==> src/verilog/uart_mode_pkg.sv <==
// constants, register map and carrier types for the uart mode-control block
`default_nettype none
package uart_mode_pkg;

  localparam int ADDR_W = 4;
  localparam int DATA_W = 8;

  localparam logic [3:0] OFS_MODEM_CTL = 4'h0;
  localparam logic [3:0] OFS_INT_EN = 4'h1;
  localparam logic [3:0] OFS_LINE_CTL = 4'h2;
  localparam logic [3:0] OFS_ENH_FEAT = 4'h3;
  localparam logic [3:0] OFS_EXTRA_ONE = 4'h4;
  localparam logic [3:0] OFS_EXTRA_TWO = 4'h5;
  localparam logic [3:0] OFS_EXTRA_CTL = 4'h6;
  localparam logic [3:0] OFS_STATUS = 4'h7;

  localparam logic [7:0] RST_REG = 8'h00;

  localparam int MCR_DTR = 0;
  localparam int MCR_RTS = 1;
  localparam int MCR_OUT1 = 2;
  localparam int MCR_OUT2 = 3;
  localparam int MCR_LOOP = 4;
  localparam int IER_LSI = 2;
  localparam int IER_SLEEP = 4;
  localparam int EFR_SLEEP = 4;
  localparam int EFR_SPECIAL = 5;
  localparam int EFR_HW_RTS = 6;
  localparam int XF1_SLEEP_ANY_RX = 4;
  localparam int XF2_MULTIDROP = 0;
  localparam int XF2_AUTO_RTS = 4;
  localparam int XF2_RTS_INV = 5;
  localparam int XFC_RX_DISABLE = 1;

  localparam int ST_ASLEEP = 0;
  localparam int ST_RTS_ACTIVE = 1;
  localparam int ST_RX_ENABLED = 2;
  localparam int ST_LOW_POWER = 3;

  localparam int IDLE_CHARS_DEF = 4;
  localparam int IDLE_CNT_W = 3;

  typedef struct packed {
    logic cts_n;
    logic dsr_n;
    logic cd_n;
    logic ri_n;
  } modem_in_t;

  typedef struct packed {
    logic [7:0] data;
    logic perr;
  } rx_char_t;

  typedef enum logic [0:0] {
    SLP_AWAKE = 1'b0,
    SLP_ASLEEP = 1'b1
  } sleep_state_t;

endpackage : uart_mode_pkg
`default_nettype wire
==> src/verilog/uart_loopback_sleep_rs485_ctl.sv <==
// mode control of a single uart: loopback, sleep, low power, auto rts, multidrop
//
// The implementer's own choices: the register addresses and the address-and-strobe port.
`timescale 1ns/10ps
`default_nettype none
module uart_loopback_sleep_rs485_ctl #(
  parameter int IDLE_CHARS = uart_mode_pkg::IDLE_CHARS_DEF
) (
  input wire logic clk,
  input wire logic rst,
  input wire logic [uart_mode_pkg::ADDR_W-1:0] reg_addr,
  input wire logic [uart_mode_pkg::DATA_W-1:0] reg_wdata,
  input wire logic host_write_strobe,
  input wire logic host_read_strobe,
  output logic [uart_mode_pkg::DATA_W-1:0] reg_rdata,
  input wire logic tx_core,
  output logic tx_pin,
  input wire logic rx_pin,
  output logic rx_core,
  input wire uart_mode_pkg::modem_in_t modem_pin,
  output uart_mode_pkg::modem_in_t modem_core,
  output logic rts_n_pin,
  output logic dtr_n_pin,
  output logic user_output_one_n,
  output logic user_output_two_n,
  input wire logic hw_flow_rts_n,
  input wire logic tx_fifo_write,
  input wire logic tx_fifo_empty,
  input wire logic tx_shift_empty,
  input wire logic int_pending,
  input wire logic rx_fifo_empty,
  input wire logic char_tick,
  input wire logic rx_char_valid,
  input wire uart_mode_pkg::rx_char_t rx_char_in,
  input wire logic rx_char_ninth,
  output logic rx_push,
  output uart_mode_pkg::rx_char_t rx_push_char,
  output logic line_irq_req,
  input wire logic low_power_input,
  output logic uart_clk_en,
  output logic baud_clk_en,
  output logic host_isolate,
  output logic sleeping
);

  generate
    if (IDLE_CHARS < 1 || IDLE_CHARS > 7)
    begin : g_bad_idle
      $error("IDLE_CHARS must lie in 1..7");
    end
  endgenerate

  localparam logic [uart_mode_pkg::IDLE_CNT_W-1:0] IDLE_FULL =
    uart_mode_pkg::IDLE_CNT_W'(IDLE_CHARS);

  logic [7:0] modem_control_reg;
  logic [7:0] interrupt_enable_reg;
  logic [7:0] line_control_reg;
  logic [7:0] enhanced_feature_reg;
  logic [7:0] extra_feature_ctl_one;
  logic [7:0] extra_feature_ctl_two;
  logic [7:0] extra_feature_ctl;
  logic [7:0] status_word;
  logic [7:0] next_rdata;
  uart_mode_pkg::sleep_state_t sleep_state;
  uart_mode_pkg::modem_in_t modem_prev;
  logic [uart_mode_pkg::IDLE_CNT_W-1:0] idle_cnt;
  logic rts_active;
  logic loop_on;
  logic bus_ok;
  logic sleep_armed;
  logic modem_change;
  logic rx_idle_ok;
  logic sleep_cond;
  logic wake_event;
  logic auto_rts;
  logic multidrop;
  logic rx_enabled;

  // host pins are isolated in low power, so bus cycles are ignored then
  assign bus_ok = ~low_power_input;

  always_ff @(posedge clk or posedge rst)
  begin
    if (rst)
    begin
      modem_control_reg <= uart_mode_pkg::RST_REG;
      interrupt_enable_reg <= uart_mode_pkg::RST_REG;
      line_control_reg <= uart_mode_pkg::RST_REG;
      enhanced_feature_reg <= uart_mode_pkg::RST_REG;
      extra_feature_ctl_one <= uart_mode_pkg::RST_REG;
      extra_feature_ctl_two <= uart_mode_pkg::RST_REG;
      extra_feature_ctl <= uart_mode_pkg::RST_REG;
    end
    else if (host_write_strobe && bus_ok)
    begin
      case (reg_addr)
        uart_mode_pkg::OFS_MODEM_CTL: modem_control_reg <= reg_wdata;
        uart_mode_pkg::OFS_INT_EN: interrupt_enable_reg <= reg_wdata;
        uart_mode_pkg::OFS_LINE_CTL: line_control_reg <= reg_wdata;
        uart_mode_pkg::OFS_ENH_FEAT: enhanced_feature_reg <= reg_wdata;
        uart_mode_pkg::OFS_EXTRA_ONE: extra_feature_ctl_one <= reg_wdata;
        uart_mode_pkg::OFS_EXTRA_TWO: extra_feature_ctl_two <= reg_wdata;
        uart_mode_pkg::OFS_EXTRA_CTL: extra_feature_ctl <= reg_wdata;
        default: ;
      endcase
    end
  end

  always_comb
  begin
    status_word = 8'h00;
    status_word[uart_mode_pkg::ST_ASLEEP] = sleeping;
    status_word[uart_mode_pkg::ST_RTS_ACTIVE] = rts_active;
    status_word[uart_mode_pkg::ST_RX_ENABLED] = rx_enabled;
    status_word[uart_mode_pkg::ST_LOW_POWER] = low_power_input;
    case (reg_addr)
      uart_mode_pkg::OFS_MODEM_CTL: next_rdata = modem_control_reg;
      uart_mode_pkg::OFS_INT_EN: next_rdata = interrupt_enable_reg;
      uart_mode_pkg::OFS_LINE_CTL: next_rdata = line_control_reg;
      uart_mode_pkg::OFS_ENH_FEAT: next_rdata = enhanced_feature_reg;
      uart_mode_pkg::OFS_EXTRA_ONE: next_rdata = extra_feature_ctl_one;
      uart_mode_pkg::OFS_EXTRA_TWO: next_rdata = extra_feature_ctl_two;
      uart_mode_pkg::OFS_EXTRA_CTL: next_rdata = extra_feature_ctl;
      uart_mode_pkg::OFS_STATUS: next_rdata = status_word;
      default: next_rdata = 8'h00;
    endcase
  end

  always_ff @(posedge clk or posedge rst)
  begin
    if (rst)
      reg_rdata <= 8'h00;
    else if (host_read_strobe && bus_ok)
      reg_rdata <= next_rdata;
    else
      reg_rdata <= 8'h00;
  end

  // loopback: pins held at their idle level while the core talks to itself
  assign loop_on = modem_control_reg[uart_mode_pkg::MCR_LOOP];
  assign tx_pin = loop_on ? 1'b1 : tx_core;
  assign rx_core = loop_on ? tx_core : rx_pin;

  // only the status source moves; the core's interrupt logic sees it as pins
  always_comb
  begin
    if (loop_on)
    begin
      modem_core.cts_n = ~modem_control_reg[uart_mode_pkg::MCR_RTS];
      modem_core.dsr_n = ~modem_control_reg[uart_mode_pkg::MCR_DTR];
      modem_core.cd_n = ~modem_control_reg[uart_mode_pkg::MCR_OUT2];
      modem_core.ri_n = ~modem_control_reg[uart_mode_pkg::MCR_OUT1];
    end
    else
      modem_core = modem_pin;
  end

  assign dtr_n_pin = loop_on | ~modem_control_reg[uart_mode_pkg::MCR_DTR];
  assign user_output_one_n = loop_on | ~modem_control_reg[uart_mode_pkg::MCR_OUT1];
  assign user_output_two_n = loop_on | ~modem_control_reg[uart_mode_pkg::MCR_OUT2];

  // sleep control; this logic sits on the free clock, not the gated one
  assign sleep_armed = enhanced_feature_reg[uart_mode_pkg::EFR_SLEEP]
    & interrupt_enable_reg[uart_mode_pkg::IER_SLEEP];

  always_ff @(posedge clk or posedge rst)
  begin
    if (rst)
      modem_prev <= 4'hf;
    else
      modem_prev <= modem_core;
  end

  assign modem_change = (modem_prev != modem_core);

  // character ticks come from the baud logic, which stops asleep; count holds
  always_ff @(posedge clk or posedge rst)
  begin
    if (rst)
      idle_cnt <= '0;
    else if (!rx_core)
      idle_cnt <= '0;
    else if (char_tick && idle_cnt != IDLE_FULL)
      idle_cnt <= idle_cnt + uart_mode_pkg::IDLE_CNT_W'(1);
  end

  assign rx_idle_ok = (idle_cnt == IDLE_FULL)
    | extra_feature_ctl_one[uart_mode_pkg::XF1_SLEEP_ANY_RX];

  assign wake_event = ~rx_core | tx_fifo_write | modem_change;

  assign sleep_cond = sleep_armed & ~modem_change & rx_idle_ok & tx_fifo_empty
    & tx_shift_empty & ~int_pending & rx_fifo_empty & ~tx_fifo_write;

  always_ff @(posedge clk or posedge rst)
  begin
    if (rst)
      sleep_state <= uart_mode_pkg::SLP_AWAKE;
    else
    begin
      case (sleep_state)
        uart_mode_pkg::SLP_AWAKE:
          if (sleep_cond && !wake_event)
            sleep_state <= uart_mode_pkg::SLP_ASLEEP;
        uart_mode_pkg::SLP_ASLEEP:
          if (wake_event || !sleep_armed)
            sleep_state <= uart_mode_pkg::SLP_AWAKE;
        default: sleep_state <= uart_mode_pkg::SLP_AWAKE;
      endcase
    end
  end

  assign sleeping = (sleep_state == uart_mode_pkg::SLP_ASLEEP);
  // low power bypasses the state machine so it acts in the same cycle
  assign uart_clk_en = ~sleeping & ~low_power_input;
  assign baud_clk_en = ~sleeping & ~low_power_input;
  assign host_isolate = low_power_input;

  // automatic turn-around; a write in the draining cycle keeps rts asserted
  assign auto_rts = extra_feature_ctl_two[uart_mode_pkg::XF2_AUTO_RTS];

  always_ff @(posedge clk or posedge rst)
  begin
    if (rst)
      rts_active <= 1'b0;
    else if (tx_fifo_write)
      rts_active <= 1'b1;
    else if (tx_fifo_empty && tx_shift_empty)
      rts_active <= 1'b0;
  end

  always_comb
  begin
    if (loop_on)
      rts_n_pin = 1'b1;
    else if (auto_rts)
      rts_n_pin = extra_feature_ctl_two[uart_mode_pkg::XF2_RTS_INV]
        ? rts_active : ~rts_active;
    else if (enhanced_feature_reg[uart_mode_pkg::EFR_HW_RTS])
      rts_n_pin = hw_flow_rts_n;
    else
      rts_n_pin = ~modem_control_reg[uart_mode_pkg::MCR_RTS];
  end

  // multidrop without special-character matching
  assign multidrop = extra_feature_ctl_two[uart_mode_pkg::XF2_MULTIDROP]
    & ~enhanced_feature_reg[uart_mode_pkg::EFR_SPECIAL];
  assign rx_enabled = ~extra_feature_ctl[uart_mode_pkg::XFC_RX_DISABLE];

  always_ff @(posedge clk or posedge rst)
  begin
    if (rst)
    begin
      rx_push <= 1'b0;
      rx_push_char <= '0;
      line_irq_req <= 1'b0;
    end
    else
    begin
      rx_push <= 1'b0;
      line_irq_req <= 1'b0;
      if (rx_char_valid)
      begin
        rx_push_char.data <= rx_char_in.data;
        if (!multidrop)
        begin
          rx_push <= 1'b1;
          rx_push_char.perr <= rx_char_in.perr;
        end
        else if (rx_char_ninth)
        begin
          rx_push <= 1'b1;
          rx_push_char.perr <= 1'b1;
          line_irq_req <= interrupt_enable_reg[uart_mode_pkg::IER_LSI];
        end
        else
        begin
          rx_push <= rx_enabled;
          rx_push_char.perr <= 1'b0;
        end
      end
    end
  end
endmodule : uart_loopback_sleep_rs485_ctl
`default_nettype wire

==> config.mk <==
export PLATFORM = sky130hd
export DESIGN_NAME = uart_loopback_sleep_rs485_ctl
export DESIGN_NICKNAME = d
export VERILOG_FILES = /design/src/verilog/uart_mode_pkg.sv /design/src/verilog/uart_loopback_sleep_rs485_ctl.sv
export SDC_FILE = /design/constraint.sdc
export NUM_CORES = 1
export LEC_CHECK = 0
export ABC_AREA = 1
export BUFFER_PORTS_ARGS = -buffer_cell sky130_fd_sc_hd__buf_2
export CAP_MARGIN = 30
export CORE_MARGIN = 8
export CORE_UTILIZATION = 49
export DETAILED_ROUTE_END_ITERATION = 16
export PLACE_DENSITY = 0.72
export SETUP_SLACK_MARGIN = 0.3
export SYNTH_ARGS = -nofsm -noshare
export SYNTH_HDL_FRONTEND = slang
export SYNTH_SLANG_ARGS = --single-unit
export TNS_END_PERCENT = 50
==> constraint.sdc <==
create_clock -name clk -period 5.75 [get_ports clk]
set_clock_uncertainty 0.05 [all_clocks]
set_input_delay 0.2875 -clock clk [delete_from_list [all_inputs] [get_ports clk]]
set_output_delay 0.2875 -clock clk [all_outputs]
set_load 0.005 [all_outputs]
# Word-level counts from Yosys, hierarchy flattened
# Index checks and enable logic that the tools add are counted.
# W data, S select, Z words.
op_classes:
  add_sub_neg: 1
  reduce_logical: 17
  n_mux: 24
  n_bitwise: 29
  eq_ne: 11
ops:
  columns: ["operator", "count"]
  rows:
  - ["$pmux W8 S8", 1]
  - ["$mux W1", 18]
  - ["$eq A4 B3 Y1 const B", 4]
  - ["$reduce_and A2 Y1", 7]
  - ["$not A1 Y1", 13]
  - ["$and A1 B1 Y1", 10]
  - ["$eq A4 B2 Y1 const B", 2]
  - ["$mux W8", 1]
  - ["$mux W3", 2]
  - ["$or A1 B1 Y1", 6]
  - ["$logic_and A1 B1 Y1", 5]
  - ["$eq A4 B1 Y1 const B", 1]
  - ["$logic_not A4 Y1", 1]
  - ["$mux W4", 1]
  - ["$ne A4 B4 Y1", 1]
  - ["$add A3 B1 Y3 const B", 1]
  - ["$eq A3 B3 Y1 const B", 1]
  - ["$ne A3 B3 Y1 const B", 1]
  - ["$logic_not A1 Y1", 2]
  - ["$ne A2 B1 Y1 const B", 1]
  - ["$pmux W1 S2", 1]
  - ["$reduce_bool A2 Y1", 1]
  - ["$logic_or A1 B1 Y1", 1]
word_totals:
  output_inout_bits: 33
  ff_bits: 84
  inputBits: 41
  word_cells: 101

# Logic depth before layout (Yosys ltp)
depth:
  word_depth: 14
  ltp_mapped: 8
  ltp_nobuf: 8

# Worst setup path before layout
# OpenSTA, ideal clock, no wires.
synth_timing:
  path_type: "input port to flip-flop"
  from: "input host_write_strobe"
  to: "register interrupt_enable_reg[7]"
  required_ns: 5.578
  setup_ns: 0.122
  cell_stages: 6
  n_path_buf: 1
  t_arrival_ns: 1.083
  path_slack_ns: 4.495
  path_cell_list: "inv_1 > nor2_4 > nand3_4 > buf_6 > nand2_1 > o21ai_2"
synth_via:
  elab_chain_cells: 2
synth_lines:
  columns: ["item", "line", "rtl"]
  rows:
  - ["from (decl)", "uart_loopback_sleep_rs485_ctl.sv:13", "input wire logic host_write_strobe,"]
  - ["$logic_and A1 B1 Y1", "uart_loopback_sleep_rs485_ctl.sv:95", "else if (host_write_strobe && bus_ok)"]
  - ["$reduce_and A2 Y1 (no line)", null, null]
  - ["to (signal assigned)", "uart_loopback_sleep_rs485_ctl.sv:88", "interrupt_enable_reg <= uart_mode_pkg::RST_REG;"]
  - ["to (signal assigned)", "uart_loopback_sleep_rs485_ctl.sv:99", "uart_mode_pkg::OFS_INT_EN: interrupt_enable_reg <= reg_wdata;"]
  - ["to (decl)", "uart_loopback_sleep_rs485_ctl.sv:57", "logic [7:0] interrupt_enable_reg;"]
# No other way between the ends.
# A chain may end at the register's enable or synchronous reset.

# Final worst setup path
layout_timing:
  from: "register modem_control_reg[4]"
  to: "output rx_core"
layout_via:
  elab_chain_cells: 1
layout_lines:
  columns: ["item", "line", "rtl"]
  rows:
  - ["from (decl)", "uart_loopback_sleep_rs485_ctl.sv:56", "logic [7:0] modem_control_reg;"]
  - ["from (signal assigned)", "uart_loopback_sleep_rs485_ctl.sv:87", "modem_control_reg <= uart_mode_pkg::RST_REG;"]
  - ["from (signal assigned)", "uart_loopback_sleep_rs485_ctl.sv:98", "uart_mode_pkg::OFS_MODEM_CTL: modem_control_reg <= reg_wdata;"]
  - ["$mux W1", "uart_loopback_sleep_rs485_ctl.sv:143", "assign rx_core = loop_on ? tx_core : rx_pin;"]
  - ["to (decl)", "uart_loopback_sleep_rs485_ctl.sv:19", "output logic rx_core,"]
# No other way between the ends.

==> metrics.cfg <==
[drt]
num_vias = 3361
routedWlPerCell_um = 15.89
detail-route-antenna-nets = 0
viasPerCell = 5.252
drt_wl_total_mm = 10.17
firstDrtPassIters = 4
top_layer_used = met4
dr_wl_met2_mm = 4.799
dr_wl_met3_um = 694
drt_drc_violations_left = 0
drt_iter0_markers = 191
wl_met1_mm = 4.463

[setup_path]
cp_top_family = flip-flops
cp.required_ps = 5410
reg2reg_to = sleeping$_DFF_PP0_
endpoint_kind = output pin
cp-start-kind = flip-flop
critical_path_arrival_ps = 1530
crit_type = reg2out
path_cells = inv_1 -> nand2_1 -> nand2_1 -> inv_1 -> buf_2
crit_fanout = 12
cpPeakStageDelay_ps = 540
r2r_cells = 8
rrSetupSlack_ps = 4300
worst-path-buf-inv = 3
slowest_stage = dfrtp_1
r2r_start = modem_control_reg[4]$_DFFE_PP0P_

[cts]
clkLatencyLatePin_ps = 350
cts.repair.resized = 0
cts_buffers = 9
cts_sinks = 84
h-tree-depth = 3
cts_tree = done
clock-root-buffer = clkbuf_8
cts_buffer_depth = 2
clkTransAtPathRegs_ps = 80

[power]
seqPwrFrac_pct = 55.4
irDropWorstVdd_mv = 0.1575
leakage_uw = 0.002332
power_density_nw_per_um2 = 292.9
p_sw_share_pct = 29.96
power.switching_uw = 406.5
p_clk_share_pct = 26.9
internal_power_uw = 950.4
combPwrFrac_pct = 17.7

[global_routing]
grt_pass1_vias = 3271
grt_use_total_pct = 18.79
grt_max_degree = 71
antenna_found_initial = 0
grt_pass1_wl_mm = 16.99
grt-ovfl-total = 0

[timing]
clock.fmax_mhz = 535.4
min_period_ps = 1868
worst_hold_slack_ps = 96.33
grt_setup_unrepaired = false
fin_crit_sh_pct = 32.48
worstMarginPinSlew_ps = 920.1
timing.final.hold_violations = 0
finalSetupViolations = 0
tns_ps = 0
max-slew-margin-rel_pct = 38.51
finalMaxSlewViolations = 0

[synthesis]
synth_top_area_share_pct = 48.77
syn_inst = 462
synth_flop_cell = dfrtp_1
yosys.area.top_type = dfrtp_1
ys_top_cells_by_count = nand2_1 (123), dfrtp_1 (80), nand3_1 (55), o21ai_0 (40), inv_1 (38)
syn_area_um2 = 4105
yosysUniqueCellTypes = 31
synthesis.nets = 505
asyncSetResetFlopFracSynth_pct = 100.0
synth_most_common_cell = nand2_1
synth_area_per_cell_um2 = 8.886
synth_edf_count = 0
yosysWarningCount = 0
ys_seq_elements = 84
seq_area_frac_synth_pct = 51.33
synth_area_leaders = dfrtp_1 (49%), nand2_1 (11%), nand3_1 (6.7%)

[worst_hold_path]
hold_start = tx_fifo_write
min_to = rts_active$_DFFE_PP0P_
whs_path_depth = 3
hold_class = in2reg

[finish]
ff_latch_area_um2 = 2107
n_antenna_cell = 0
final_cells = 640
drive_gt1_share_pct = 24.49
post-route-util_pct = 56.67
fin_area_um2 = 4633
nFillCells = 792
final_nets = 573
multi_input_area_um2 = 1665
largest_reg_flops = 9
regMostFlops = rx_push_char
area_growth_pct = 12.86

[floorplan]
die_w_um = 107.5
rows = 33
pin_count = 74
initial_core_util_pct = 50.21
core-area_um2 = 8175
die_y_um = 107.5
dieArea_um2 = 11560

[placement]
dpl_cell_area_um2 = 4459
port_buffers = 73
dpl.hpwl_mm = 7.380
gp_congestion = 0.8599
dp_cells = 623

[status]
status = completed

[flow_run]
max_cap_violations = 0

==> what timing repair did <==
item / CTS / global route
hold endpoints to repair: 12 / 0
setup buffers: 0 / 0
setup endpoints to repair: 0 / 0
hold buffers: 1 / 0
==> through the flow <==
| stage | worst slack [ps] | power (uW) |
|---|---|---|
| global placement | 3911 | 990.7 |
| floorplan | 3254 | 909.4 |
| CTS | 3862 | 1370 |
| global route | 3748 | 1436 |
| detailed placement | 3888 | 1004 |
| finish | 3882 | 1357 |
==> cell families (layout without fill, tap and decap cells) <==
logic type,count (synthesis),in the layout,synth area share (%)
AND/OR/NAND/NOR,228,228,26.18
flip-flops,84,84,51.33
AO/OA/AOI/OAI,78,78,11.16
buffers and inverters,60,133,8.107
multiplexers,8,8,2.195
adder cells (fa/ha/maj),2,2,0.6095
XOR/XNOR,2,2,0.4268
==> layout by cell type, fill, tap and decap left out <==
master / netlist / routed
dlygate4sd3_1: 0 / 1
buf_4: 3 / 1
inv_2: 2 / 2
nand3_4: 7 / 7
ha_1: 2 / 2
clkinv_2: 0 / 4
xor2_1: 2 / 2
nor2_1: 34 / 34
clkbuf_8: 0 / 10
a31oi_1: 1 / 1
nand3b_1: 1 / 1
o21ai_1: 7 / 7
dfstp_2: 4 / 4
clkbuf_1: 1 / 3
dfrtp_1: 80 / 80
buf_16: 0 / 1
o21bai_1: 1 / 1
o31a_1: 1 / 1
a21oi_1: 11 / 11
buf_2: 2 / 73
inv_1: 38 / 37
nand2_1: 123 / 123
o21ai_2: 14 / 14
clkinv_1: 1 / 1
o21a_1: 2 / 2
nor2_4: 6 / 6
mux2_2: 8 / 8
o211ai_1: 1 / 1
nand3_1: 55 / 55
or2_2: 1 / 1
o21ai_0: 40 / 40
nand4_1: 1 / 1
==> per-layer routing <==
layer,vias up,track usage (%)
met5,-,0
met4,0,8.028
met3,20,4.072
met2,105,29.21
met1,1601,24.74
li1,1635,-
==> how the worst max path moves through the flow <==
stage	startpoint	end	slack, ps	cells after the start
6_report	modem_control_reg[4]$_DFFE_PP0P_	rx_core	3880	5
5_1_grt	modem_control_reg[4]$_DFFE_PP0P_	rx_core	3750	5
4_1_cts	modem_control_reg[4]$_DFFE_PP0P_	rx_core	3860	5
3_5_place_dp	reg_addr[3]	interrupt_enable_reg[1]$_DFFE_PP0P_	3890	5
3_3_place_gp	reg_addr[3]	interrupt_enable_reg[7]$_DFFE_PP0P_	3910	5
2_1_floorplan	rst	enhanced_feature_reg[0]$_DFFE_PP0P_	3250	1
==> worst register-to-register path: cells and delay by family (launching register included) <==
family / cells / cell delay, ps
simple gates: 7 / 570
buf+inv: 1 / 230
flops: 1 / 540
==> power groups by stage <==
stage          clock, uW  combinational [uW]  sequential [uW]
2_1_floorplan          0                 172              738
3_3_place_gp           0                 231              760
3_5_place_dp           0                 243              761
4_1_cts              375                 244              750
5_1_grt              397                 277              763
6_report             365                 240              752
==> layout make-up <==
cell class	instances	share of cell area, %
sequential	84	45.48
clock inverter	3	0.3241
clock buffer	13	3.214
inverter	41	3.349
timing repair buffer	76	8.858
multi-input combinational	318	35.94
tap	105	2.836
(Power assumes the default switching activity.)
